==> config.mk <==
export PLATFORM = sky130hd
export DESIGN_NAME = stss_core
export DESIGN_NICKNAME = d
export VERILOG_FILES = /design/src/inc/stss_pkg.sv /design/src/rtl/stss_core.sv /design/src/rtl/stss_hyst_cmp.sv /design/src/rtl/stss_ploss_det.sv
export SDC_FILE = /design/constraint.sdc
export NUM_CORES = 1
export LEC_CHECK = 0
export ABC_AREA = 1
export BUFFER_PORTS_ARGS = -buffer_cell sky130_fd_sc_hd__buf_2
export CAP_MARGIN = 0
export CORE_AREA = 2 2 238 123
export DETAILED_ROUTE_END_ITERATION = 6
export DIE_AREA = 0 0 240 125
export PLACE_DENSITY = 0.78
export SETUP_SLACK_MARGIN = 0.2
export SLEW_MARGIN = 10
export SYNTH_ARGS = -nofsm -noshare
export SYNTH_HDL_FRONTEND = slang
export SYNTH_HIERARCHICAL = 1
export SYNTH_SLANG_ARGS = --single-unit
==> constraint.sdc <==
create_clock -name clock -period 13.3 [get_ports clock]
set_input_delay 1.995 -clock clock [delete_from_list [all_inputs] [get_ports clock]]
set_output_delay 1.995 -clock clock [all_outputs]
set_load 0.02 [all_outputs]
==> src/inc/stss_pkg.sv <==
// ==========================================================================
// shared constants for the torque and speed status block
package stss_pkg;

  // ========================================================================
  // widths
  localparam int STSS_DATA_W = 16;
  localparam int STSS_ADDR_W = 8;
  localparam int STSS_MAG_W = 17; // speed magnitude, also of a difference
  localparam int STSS_TQ_W = 17; // conditioned torque, signed

  // ========================================================================
  // parameter register offsets
  localparam logic [7:0] STSS_OFS_POLARITY = 8'h5d;
  localparam logic [7:0] STSS_OFS_FIRST_LIMIT = 8'h5e;
  localparam logic [7:0] STSS_OFS_ZS_THR = 8'h61;
  localparam logic [7:0] STSS_OFS_AT_THR = 8'h62;
  localparam logic [7:0] STSS_OFS_TRIP_SEL = 8'h65;

  // ========================================================================
  // reset values and setting ranges
  localparam logic [15:0] STSS_RST_POLARITY = 16'h0000;
  localparam logic [15:0] STSS_RST_FIRST_LIMIT = 16'h01f4;
  localparam logic [15:0] STSS_RST_THR = 16'h0032;
  localparam logic [15:0] STSS_RST_TRIP_SEL = 16'h0001;
  localparam logic [15:0] STSS_FLAG_MAX = 16'h0001;
  localparam logic [15:0] STSS_LIMIT_MAX = 16'h01f4;
  localparam logic [15:0] STSS_THR_MIN = 16'h000a;
  localparam logic [15:0] STSS_THR_MAX = 16'h4e20;
  localparam logic [15:0] STSS_HYST_RPM = 16'h000a;
  localparam logic [15:0] STSS_DETECT_INVALID_MS = 16'h03e8;

  // ========================================================================
  // timing
  localparam int STSS_CLK_PERIOD_NS = 25;
  localparam int STSS_MS_NS = 1000000;
  localparam int STSS_CYC_PER_MS =
    (STSS_MS_NS + STSS_CLK_PERIOD_NS - 1) / STSS_CLK_PERIOD_NS;

  // ========================================================================
  // servo sequence states, one-hot
  typedef enum logic [3:0] {
    STSS_ST_OFF = 4'h1,
    STSS_ST_ON = 4'h2,
    STSS_ST_LOSS = 4'h4,
    STSS_ST_TRIP = 4'h8
  } stss_state_t;

endpackage

==> src/rtl/stss_core.sv <==
`timescale 1ns/1ps
`default_nettype none
// ==========================================================================
// torque command conditioning, speed status and main power sequence
// Functional notes
// - polarity 0: positive command gives ccw torque; 1 gives cw torque
// - torque clamped both ways to first limit or system maximum if lower, 0 to 500 percent
// - limit source select and second limit have no effect here
// - first limit writes above system maximum torque are refused
// - zero speed out when speed magnitude below zero speed threshold
// - speed match out when magnitude of command minus speed below that threshold
// - zero speed compare uses magnitude, same for both directions
// - zero speed compare has a 10 rpm hysteresis
// - at speed out when speed magnitude above at speed threshold
// - at speed compare is sign free with 10 rpm hysteresis
// - power loss counts only after shutoff lasts the detect time
// - trip select 0: loss during servo on drops servo, resumes later
// - trip select 1, default: loss during servo on trips undervoltage
// - trip select ignored when detect time equals 1000
// - low converter bus voltage during servo on always trips, even before detection
module stss_core
  import stss_pkg::*;
#(
  parameter int CYC_PER_MS = STSS_CYC_PER_MS
) (
  // clock and reset
  input wire logic clock,
  input wire logic reset_n,
  // parameter access
  input wire logic param_wr_en,
  input wire logic param_rd_en,
  input wire logic [STSS_ADDR_W-1:0] param_addr,
  input wire logic [STSS_DATA_W-1:0] param_wr_data,
  output logic [STSS_DATA_W-1:0] param_rd_data,
  output logic param_wr_reject,
  // fixed system settings
  input wire logic [15:0] sys_max_torque,
  input wire logic [15:0] power_off_detect_time,
  // commands and feedback
  input wire logic signed [15:0] analog_cmd_input_a,
  input wire logic signed [15:0] speed_cmd,
  input wire logic signed [15:0] motor_speed,
  input wire logic servo_on_req,
  input wire logic alarm_clear,
  input wire logic main_power_ok,
  input wire logic bus_volt_low,
  // status and drive outputs
  output logic signed [STSS_TQ_W-1:0] torque_out,
  output logic zero_speed_out,
  output logic alt_limit_status_out,
  output logic speed_match_out,
  output logic at_speed_out,
  output logic servo_active,
  output logic undervoltage_error
);

  // ========================================================================
  // helpers
  function automatic logic [STSS_MAG_W-1:0] f_abs(
    input logic signed [STSS_MAG_W:0] v
  );
    logic signed [STSS_MAG_W:0] n;
    n = -v;
    f_abs = v[STSS_MAG_W] ? n[STSS_MAG_W-1:0] : v[STSS_MAG_W-1:0];
  endfunction

  function automatic logic [15:0] f_min(
    input logic [15:0] a,
    input logic [15:0] b
  );
    f_min = (a < b) ? a : b;
  endfunction

  // ========================================================================
  // parameter registers
  logic [15:0] polarity_r;
  logic [15:0] first_limit_r;
  logic [15:0] zs_thr_r;
  logic [15:0] at_thr_r;
  logic [15:0] trip_sel_r;
  logic [15:0] rd_data_r;
  logic wr_reject_r;
  logic wr_bad;

  // out-of-range writes leave the old value in place
  always_comb begin
    case (param_addr)
      STSS_OFS_POLARITY: wr_bad = param_wr_data > STSS_FLAG_MAX;
      STSS_OFS_FIRST_LIMIT: wr_bad = (param_wr_data > STSS_LIMIT_MAX) ||
        (param_wr_data > sys_max_torque);
      STSS_OFS_ZS_THR,
      STSS_OFS_AT_THR: wr_bad = (param_wr_data < STSS_THR_MIN) ||
        (param_wr_data > STSS_THR_MAX);
      STSS_OFS_TRIP_SEL: wr_bad = param_wr_data > STSS_FLAG_MAX;
      default: wr_bad = 1'b1;
    endcase
  end

  // parameter storage
  always_ff @(posedge clock or negedge reset_n) begin
    if (!reset_n) begin
      polarity_r <= STSS_RST_POLARITY;
      first_limit_r <= STSS_RST_FIRST_LIMIT;
      zs_thr_r <= STSS_RST_THR;
      at_thr_r <= STSS_RST_THR;
      trip_sel_r <= STSS_RST_TRIP_SEL;
    end else if (param_wr_en && !wr_bad) begin
      case (param_addr)
        STSS_OFS_POLARITY: polarity_r <= param_wr_data;
        STSS_OFS_FIRST_LIMIT: first_limit_r <= param_wr_data;
        STSS_OFS_ZS_THR: zs_thr_r <= param_wr_data;
        STSS_OFS_AT_THR: at_thr_r <= param_wr_data;
        STSS_OFS_TRIP_SEL: trip_sel_r <= param_wr_data;
        default: ;
      endcase
    end
  end

  // reject pulse and registered read data, unmapped reads give zero
  always_ff @(posedge clock or negedge reset_n) begin
    if (!reset_n) begin
      wr_reject_r <= 1'b0;
      rd_data_r <= '0;
    end else begin
      wr_reject_r <= param_wr_en && wr_bad;
      if (param_rd_en) begin
        case (param_addr)
          STSS_OFS_POLARITY: rd_data_r <= polarity_r;
          STSS_OFS_FIRST_LIMIT: rd_data_r <= first_limit_r;
          STSS_OFS_ZS_THR: rd_data_r <= zs_thr_r;
          STSS_OFS_AT_THR: rd_data_r <= at_thr_r;
          STSS_OFS_TRIP_SEL: rd_data_r <= trip_sel_r;
          default: rd_data_r <= '0;
        endcase
      end
    end
  end

  assign param_rd_data = rd_data_r;
  assign param_wr_reject = wr_reject_r;

  // ========================================================================
  // torque conditioning
  logic [15:0] lim_eff;
  logic signed [STSS_TQ_W:0] cmd_pol;
  logic signed [STSS_TQ_W:0] lim_s;
  logic signed [STSS_TQ_W-1:0] torque_nxt;
  logic signed [STSS_TQ_W-1:0] torque_r;
  logic signed [STSS_TQ_W:0] lim_neg;
  logic servo_active_r;

  // the first limit, capped at the system maximum, governs; no other limit source is looked at
  always_comb begin
    lim_eff = f_min(first_limit_r, sys_max_torque);
    lim_s = $signed({2'b00, lim_eff});
    lim_neg = -lim_s;
    cmd_pol = polarity_r[0] ? -(STSS_TQ_W+1)'(analog_cmd_input_a)
                            : (STSS_TQ_W+1)'(analog_cmd_input_a);
    if (cmd_pol > lim_s) begin
      torque_nxt = lim_s[STSS_TQ_W-1:0];
    end else if (cmd_pol < -lim_s) begin
      torque_nxt = lim_neg[STSS_TQ_W-1:0];
    end else begin
      torque_nxt = cmd_pol[STSS_TQ_W-1:0];
    end
  end

  // positive output means ccw torque; zero while servo is off
  always_ff @(posedge clock or negedge reset_n) begin
    if (!reset_n) begin
      torque_r <= '0;
    end else begin
      torque_r <= servo_active_r ? torque_nxt : '0;
    end
  end

  assign torque_out = torque_r;

  // ========================================================================
  // speed status
  logic [STSS_MAG_W-1:0] spd_mag;
  logic [STSS_MAG_W-1:0] diff_mag;
  logic zs_flag;
  logic match_flag;
  logic at_flag;
  logic [STSS_MAG_W-1:0] zs_thr_x;
  logic [STSS_MAG_W-1:0] at_thr_x;

  // magnitudes, so both directions compare alike
  always_comb begin
    spd_mag = f_abs((STSS_MAG_W+1)'(motor_speed));
    diff_mag = f_abs((STSS_MAG_W+1)'(speed_cmd) -
                     (STSS_MAG_W+1)'(motor_speed));
    zs_thr_x = STSS_MAG_W'(zs_thr_r);
    at_thr_x = STSS_MAG_W'(at_thr_r);
  end

  stss_hyst_cmp #(
    .W(STSS_MAG_W),
    .HYST(STSS_MAG_W'(STSS_HYST_RPM)),
    .BELOW(1'b1)
  ) u_zero_speed (
    .clock(clock),
    .reset_n(reset_n),
    .mag(spd_mag),
    .thr(zs_thr_x),
    .flag_r(zs_flag)
  );

  // no band on the match flag, it follows the difference directly
  stss_hyst_cmp #(
    .W(STSS_MAG_W),
    .HYST('0),
    .BELOW(1'b1)
  ) u_speed_match (
    .clock(clock),
    .reset_n(reset_n),
    .mag(diff_mag),
    .thr(zs_thr_x),
    .flag_r(match_flag)
  );

  stss_hyst_cmp #(
    .W(STSS_MAG_W),
    .HYST(STSS_MAG_W'(STSS_HYST_RPM)),
    .BELOW(1'b0)
  ) u_at_speed (
    .clock(clock),
    .reset_n(reset_n),
    .mag(spd_mag),
    .thr(at_thr_x),
    .flag_r(at_flag)
  );

  // the alternate pin carries the same zero speed state
  assign zero_speed_out = zs_flag;
  assign alt_limit_status_out = zs_flag;
  assign speed_match_out = match_flag;
  assign at_speed_out = at_flag;

  // ========================================================================
  // main power sequence
  logic loss_det;
  logic sel_void;
  stss_state_t state_r;
  stss_state_t state_nxt;
  logic uv_error_r;

  stss_ploss_det #(
    .CYC_PER_MS(CYC_PER_MS)
  ) u_ploss (
    .clock(clock),
    .reset_n(reset_n),
    .power_ok(main_power_ok),
    .detect_ms(power_off_detect_time),
    .detected_r(loss_det)
  );

  // with the detect time at its void value only bus voltage trips
  assign sel_void = power_off_detect_time == STSS_DETECT_INVALID_MS;

  always_comb begin
    state_nxt = state_r;
    case (state_r)
      STSS_ST_OFF: begin
        if (servo_on_req && main_power_ok && !bus_volt_low) begin
          state_nxt = STSS_ST_ON;
        end
      end
      STSS_ST_ON: begin
        if (bus_volt_low) begin
          state_nxt = STSS_ST_TRIP;
        end else if (loss_det && !sel_void) begin
          state_nxt = trip_sel_r[0] ? STSS_ST_TRIP
                                    : STSS_ST_LOSS;
        end else if (!servo_on_req) begin
          state_nxt = STSS_ST_OFF;
        end
      end
      STSS_ST_LOSS: begin
        if (main_power_ok) begin
          state_nxt = servo_on_req ? STSS_ST_ON : STSS_ST_OFF;
        end
      end
      STSS_ST_TRIP: begin
        if (alarm_clear && main_power_ok && !bus_volt_low) begin
          state_nxt = STSS_ST_OFF;
        end
      end
      default: state_nxt = STSS_ST_OFF;
    endcase
  end

  // state and its decoded outputs move together
  always_ff @(posedge clock or negedge reset_n) begin
    if (!reset_n) begin
      state_r <= STSS_ST_OFF;
      servo_active_r <= 1'b0;
      uv_error_r <= 1'b0;
    end else begin
      state_r <= state_nxt;
      servo_active_r <= state_nxt == STSS_ST_ON;
      uv_error_r <= state_nxt == STSS_ST_TRIP;
    end
  end

  assign servo_active = servo_active_r;
  assign undervoltage_error = uv_error_r;

  // ========================================================================
  // checks
  a_torque_clamp: assert property (@(posedge clock) disable iff (!reset_n)
    1'b1 |=> (torque_r <= $signed({2'b00, $past(lim_eff)}))
      && (torque_r >= -$signed({2'b00, $past(lim_eff)})))
    else $error("torque beyond limit");

  a_polarity_ccw: assert property (@(posedge clock) disable iff (!reset_n)
    (servo_active_r && polarity_r[0] == 1'b0 && analog_cmd_input_a > 0 &&
     lim_eff != 16'h0000) |=> torque_r > 0)
    else $error("polarity 0 wrong sign");

  a_polarity_cw: assert property (@(posedge clock) disable iff (!reset_n)
    (servo_active_r && polarity_r[0] == 1'b1 && analog_cmd_input_a > 0 &&
     lim_eff != 16'h0000) |=> torque_r < 0)
    else $error("polarity 1 wrong sign");

  a_limit_reject: assert property (@(posedge clock) disable iff (!reset_n)
    (param_wr_en && param_addr == STSS_OFS_FIRST_LIMIT &&
     param_wr_data > sys_max_torque)
      |=> $stable(first_limit_r) && wr_reject_r)
    else $error("limit above max taken");

  a_zero_speed_on: assert property (@(posedge clock) disable iff (!reset_n)
    (reset_n && spd_mag < zs_thr_x) |=> zs_flag)
    else $error("zero speed not set");

  a_zero_speed_off: assert property (@(posedge clock) disable iff (!reset_n)
    ({1'b0, spd_mag} >= {1'b0, zs_thr_x} + 18'(STSS_HYST_RPM))
      |=> !zs_flag)
    else $error("zero speed band wrong");

  a_speed_match: assert property (@(posedge clock) disable iff (!reset_n)
    reset_n |=> match_flag == ($past(diff_mag) < $past(zs_thr_x)))
    else $error("speed match wrong");

  a_at_speed_on: assert property (@(posedge clock) disable iff (!reset_n)
    (reset_n && spd_mag > at_thr_x) |=> at_flag)
    else $error("at speed not set");

  a_at_speed_band: assert property (@(posedge clock) disable iff (!reset_n)
    (at_flag && spd_mag < at_thr_x && {1'b0, spd_mag} + 18'(STSS_HYST_RPM)
     > {1'b0, at_thr_x}) |=> at_flag)
    else $error("at speed left band early");

  a_trip_sel_one: assert property (@(posedge clock) disable iff (!reset_n)
    (state_r == STSS_ST_ON && loss_det && !sel_void && trip_sel_r[0])
      |=> uv_error_r && !servo_active_r)
    else $error("no trip on loss");

  a_trip_sel_zero: assert property (@(posedge clock) disable iff (!reset_n)
    (state_r == STSS_ST_ON && loss_det && !sel_void && !trip_sel_r[0] &&
     !bus_volt_low) |=> !uv_error_r && !servo_active_r)
    else $error("loss did not drop servo");

  a_sel_void: assert property (@(posedge clock) disable iff (!reset_n)
    (state_r == STSS_ST_ON && sel_void && !bus_volt_low && servo_on_req)
      |=> servo_active_r)
    else $error("void select acted");

  a_bus_low_trip: assert property (@(posedge clock) disable iff (!reset_n)
    (state_r == STSS_ST_ON && bus_volt_low) |=> uv_error_r [*1] ##0
      state_r == STSS_ST_TRIP)
    else $error("bus low no trip");

endmodule // stss_core
`default_nettype wire

==> src/rtl/stss_hyst_cmp.sv <==
`timescale 1ns/1ps
`default_nettype none
// ==========================================================================
// magnitude against threshold with a hysteresis band
module stss_hyst_cmp #(
  parameter int W = 17,
  parameter logic [W-1:0] HYST = '0,
  parameter bit BELOW = 1'b1
) (
  // clock and reset
  input wire logic clock,
  input wire logic reset_n,
  // compare inputs
  input wire logic [W-1:0] mag,
  input wire logic [W-1:0] thr,
  // registered flag
  output logic flag_r
);

  logic [W:0] mag_x;
  logic [W:0] thr_x;
  logic set_c;
  logic clr_c;

  // one extra bit keeps the band sums from wrapping
  always_comb begin
    mag_x = {1'b0, mag};
    thr_x = {1'b0, thr};
    if (BELOW) begin
      set_c = mag_x < thr_x;
      clr_c = mag_x >= thr_x + {1'b0, HYST};
    end else begin
      set_c = mag_x > thr_x;
      clr_c = mag_x + {1'b0, HYST} <= thr_x;
    end
  end

  // inside the band the flag holds, so it cannot chatter
  always_ff @(posedge clock or negedge reset_n) begin
    if (!reset_n) begin
      flag_r <= 1'b0;
    end else if (set_c) begin
      flag_r <= 1'b1;
    end else if (clr_c) begin
      flag_r <= 1'b0;
    end
  end

endmodule // stss_hyst_cmp
`default_nettype wire

==> src/rtl/stss_ploss_det.sv <==
`timescale 1ns/1ps
`default_nettype none
// ==========================================================================
// main power loss timer, counts whole milliseconds of shutoff
module stss_ploss_det #(
  parameter int CYC_PER_MS = 40000
) (
  // clock and reset
  input wire logic clock,
  input wire logic reset_n,
  // power state and detect time in ms
  input wire logic power_ok,
  input wire logic [15:0] detect_ms,
  // loss detected, level
  output logic detected_r
);

  localparam int PW = $clog2(CYC_PER_MS + 1);
  localparam logic [PW-1:0] PRE_LAST = PW'(CYC_PER_MS - 1);

  logic [PW-1:0] pre_r;
  logic [15:0] ms_r;

  // millisecond prescaler and saturating ms count while power is off
  always_ff @(posedge clock or negedge reset_n) begin
    if (!reset_n) begin
      pre_r <= '0;
      ms_r <= '0;
    end else if (power_ok) begin
      pre_r <= '0;
      ms_r <= '0;
    end else if (pre_r == PRE_LAST) begin
      pre_r <= '0;
      if (ms_r != 16'hffff) begin
        ms_r <= ms_r + 16'h0001;
      end
    end else begin
      pre_r <= pre_r + PW'(1);
    end
  end

  // a short dip that ends before the detect time is never reported
  always_ff @(posedge clock or negedge reset_n) begin
    if (!reset_n) begin
      detected_r <= 1'b0;
    end else begin
      detected_r <= !power_ok && (ms_r >= detect_ms);
    end
  end

endmodule // stss_ploss_det
`default_nettype wire

==> results.md <==
- Final wirelength: 48800 um
- Crit path required time: about 14 ns
- # placed instances: ~2.7k
- Crit-path max FO: 28
- Most frequent cells in the layout: 599 x nand2_1, 298 x inv_1, 193 x nor2_1
- Num Clock Sinks: 156
- Clk_skew: 0.0112 ns
- Area growth, synth to finish: 11.1%
- Die area: roughly 0.03 mm^2
- Startpoint types: input port
- Max Root-Sink Buffers: 2
- RSZ-0062 raised after global routing: no
- Final net count: roughly 2.6k
- Setup WS pre-CTS: about 5.5 ns
- PostCTS Resize Cnt: 0
- Worst Tran Pin Value: 1.17 ns
- Die Ht: roughly 130 um
- Multi-input gate area: approximately 0.0097 mm^2
- Async SR Flop Fraction: 100%
- GRT Residual Overflow: 0
- CP most frequent cell: nand2_1
- Filler Cell Count: 2662
- Peak supply drop: between 0.00009 and 0.0001 V
- Worst Hold Class: flop to flop
- Core area: 0.0282 mm^2
- Worst slew margin: ~22%
- First-pass GRT wire length: 76700 um
- Total global-route track usage: 33.1%
- Final core occ: between 50% and 60%
- Drt via density: 5.62
- Worst reg2reg setup slack: about 6.9 ns
- CP arrival: 8.01 ns
- Largest net degree at the start of global routing: 86
- Clk_lat worst skew: between 0.4 and 0.5 ns
- Slew Limit Fails: 0
- Hold_buf cts: 0
- Die width: between 200 and 250 um
- Tot Pwr: ~1.4 mW
- WP buf/inv: 5
- H-tree levels: 4
- Synthesized area: 0.0151 mm^2
- Initial Util: 53.6%
- Fin Hold WS: between 0.4 and 0.5 ns
- Post-synthesis register bit count: ~160
- Cell family with most CP delay: simple AND/OR/NAND/NOR gates
- Layout Cells excl Fill: between 2k and 3k
- Fraction of layout cells with a size suffix above 1: a little over an eighth
- Vias: ~15k
- Clock root buffer: clkbuf_16
- Final Setup Violations: 0
- # DRC: 0
- CP max-delay cell: clkinv_1
- Number of post-CTS setup repair buffers: 0
- Wire per inst: 17.9 um
- Vias in the first global route: between 10k and 15k
- Max Cap Viol: 0
- Synth Flop Type: dfrtp_1
- Dpl cell area: between 0.015 and 0.02 mm^2
- Kind of critical path: input port to flop
- YS warnings: 6
- ANT nets after route: 0
- CTS tree: done
- Seq/Total Area, Yosys: between 20% and 30%
- Max Freq: ~130 MHz
- Post-synthesis cell count: around 2.2k
- DPL Wire Length: between 30000 and 40000 um
- Register area: slightly below 0.004 mm^2
- Crit end category: flop
- TritonRoute pass-1 iters: 5
- Placer Congestion: between 1 and 1.5
- Leak pwr: between 9 and 10 nW
- Final setup margin: approximately 5.6 ns
- TritonCTS buffer count: 17
- # rows: 44
- Pwr/cell area: between 80 and 90 mW/mm^2
- Final period util: between 50% and 60%
- Status: finished, final reports clean
- CP max stage delay: ~0.68 ns
- Post-route cell area: 0.0168 mm^2
- Period minus WS final: 7.67 ns
- Initial antenna violation count: 7
- Leading cell type in the layout, fill and taps excluded: nand2_1
- Cell variety after synth: 61
- Avg Cell Area, Syn: slightly below 7 um^2
- First DRT Iteration DRCs: ~1.9k
- Clock transition at path regs: 0.07 ns
- IO Count: about 150
- Fin. Hold Viols: 0
- Post-synth EDFFs: 0
- Port Buf Inserts: around 150
- Setup TNS: 0 ns
-- layout make-up --
type	instances	area share [%]
flip-flops and latches	156	23.3
repair buffers	157	4.81
well taps	391	2.91
diodes	6	0.0894
clock buffers	17	2.53
multi-input cells	1644	57.8
clock inverters	15	0.998
inverters	337	7.53
-- state kept, by name, indices dropped and copies added (netlist names) --
signal,flops
trip_sel_r,16
u_ploss/detected_r,1
u_speed_match/flag_r,1
u_at_speed/flag_r,1
polarity_r,16
u_ploss/ms_r,16
servo_active,1
undervoltage_error,1
param_rd_data,16
torque_out,17
first_limit_r,16
state_r,4
u_zero_speed/flag_r,1
param_wr_reject,1
zs_thr_r,16
at_thr_r,16
u_ploss/pre_r,16
-- power breakdown --
part	internal [mW]	leakage (nW)	switching [mW]
combinational	0.140	6.68	0.269
sequential	0.490	2.08	0.0136
clock	0.253	0.287	0.245
total	0.883	9.05	0.527
-- worst min-delay path: cells and delay by family, from the launching register on --
kind                   cells  cell delay [ns]
buffers and inverters      1             0.04
and+or+nand+nor            1             0.06
DFF                        1             0.34
-- routing by layer --
layer  part of all wire, %  global-route usage [%]
met3                    14                    10.8
met4                   1.3                    6.43
met1                    49                    53.7
met5                     0                       0
met2                    36                    41.2
-- cell families (layout without fill, tap and decap cells) --
| kind of cell | count (synthesis) | after routing | share of synthesized area [%] |
|---|---|---|---|
| buffers and inverters | 386 | 526 | 10.0 |
| adder cells (fa/ha/maj) | 187 | 187 | 15.5 |
| other | 1 | 15 | 0.0248 |
| AO/OA/AOI/OAI | 251 | 251 | 10.2 |
| AND/OR/NAND/NOR | 1105 | 1105 | 33.0 |
| XOR/XNOR | 92 | 92 | 5.33 |
| flip-flops | 156 | 156 | 25.9 |
-- cell usage after synthesis (3+ instances only) --
cell type	count	area share [%]
nor2_4	7	0.52
dfstp_2	14	2.4
inv_2	37	0.92
o21ai_0	48	1.6
a21o_1	4	0.20
nor4_1	11	0.46
o21ai_1	17	0.56
nor2_1	193	4.8
clkbuf_1	26	0.65
o311ai_0	3	0.17
nand3b_1	15	0.75
and2_1	5	0.21
o21a_1	8	0.40
nor3_2	3	0.20
o21ai_2	10	0.58
xor2_1	74	4.3
nand4_1	66	2.7
nand2_2	8	0.33
xnor2_1	18	1.0
inv_1	298	7.4
buf_4	6	0.30
dfrtp_1	142	24
a21oi_1	93	3.1
nand3_1	120	4.0
nand2_1	599	15
ha_1	186	15
a31oi_1	19	0.79
a22o_1	14	0.81
o21bai_1	4	0.20
nor3_1	34	1.1
or2_2	8	0.33
nor3_4	3	0.32
nand2_4	3	0.22
a221oi_1	16	0.93
nand3_2	6	0.40
nor2_2	9	0.37
nand3_4	4	0.46
buf_6	4	0.30
buf_2	12	0.40
-- final timing paths --
kind	start	end	depth (start not counted)
worst max register to register	first_limit_r[5]$_DFFE_PN1P_	torque_out[10]$_DFF_PN0_	31
worst max-delay path	sys_max_torque[9]	torque_out[10]$_DFF_PN0_	31
worst min register to register	polarity_r[14]$_DFFE_PN0P_	polarity_r[14]$_DFFE_PN0P_	2
max in group asynchronous	reset_n	u_ploss/ms_r[6]$_DFFE_PN0P_	2
min in group asynchronous	reset_n	torque_out[15]$_DFF_PN0_	1
worst min-delay path	polarity_r[14]$_DFFE_PN0P_	polarity_r[14]$_DFFE_PN0P_	2
Note: power is estimated with default switching activity, not from simulation.
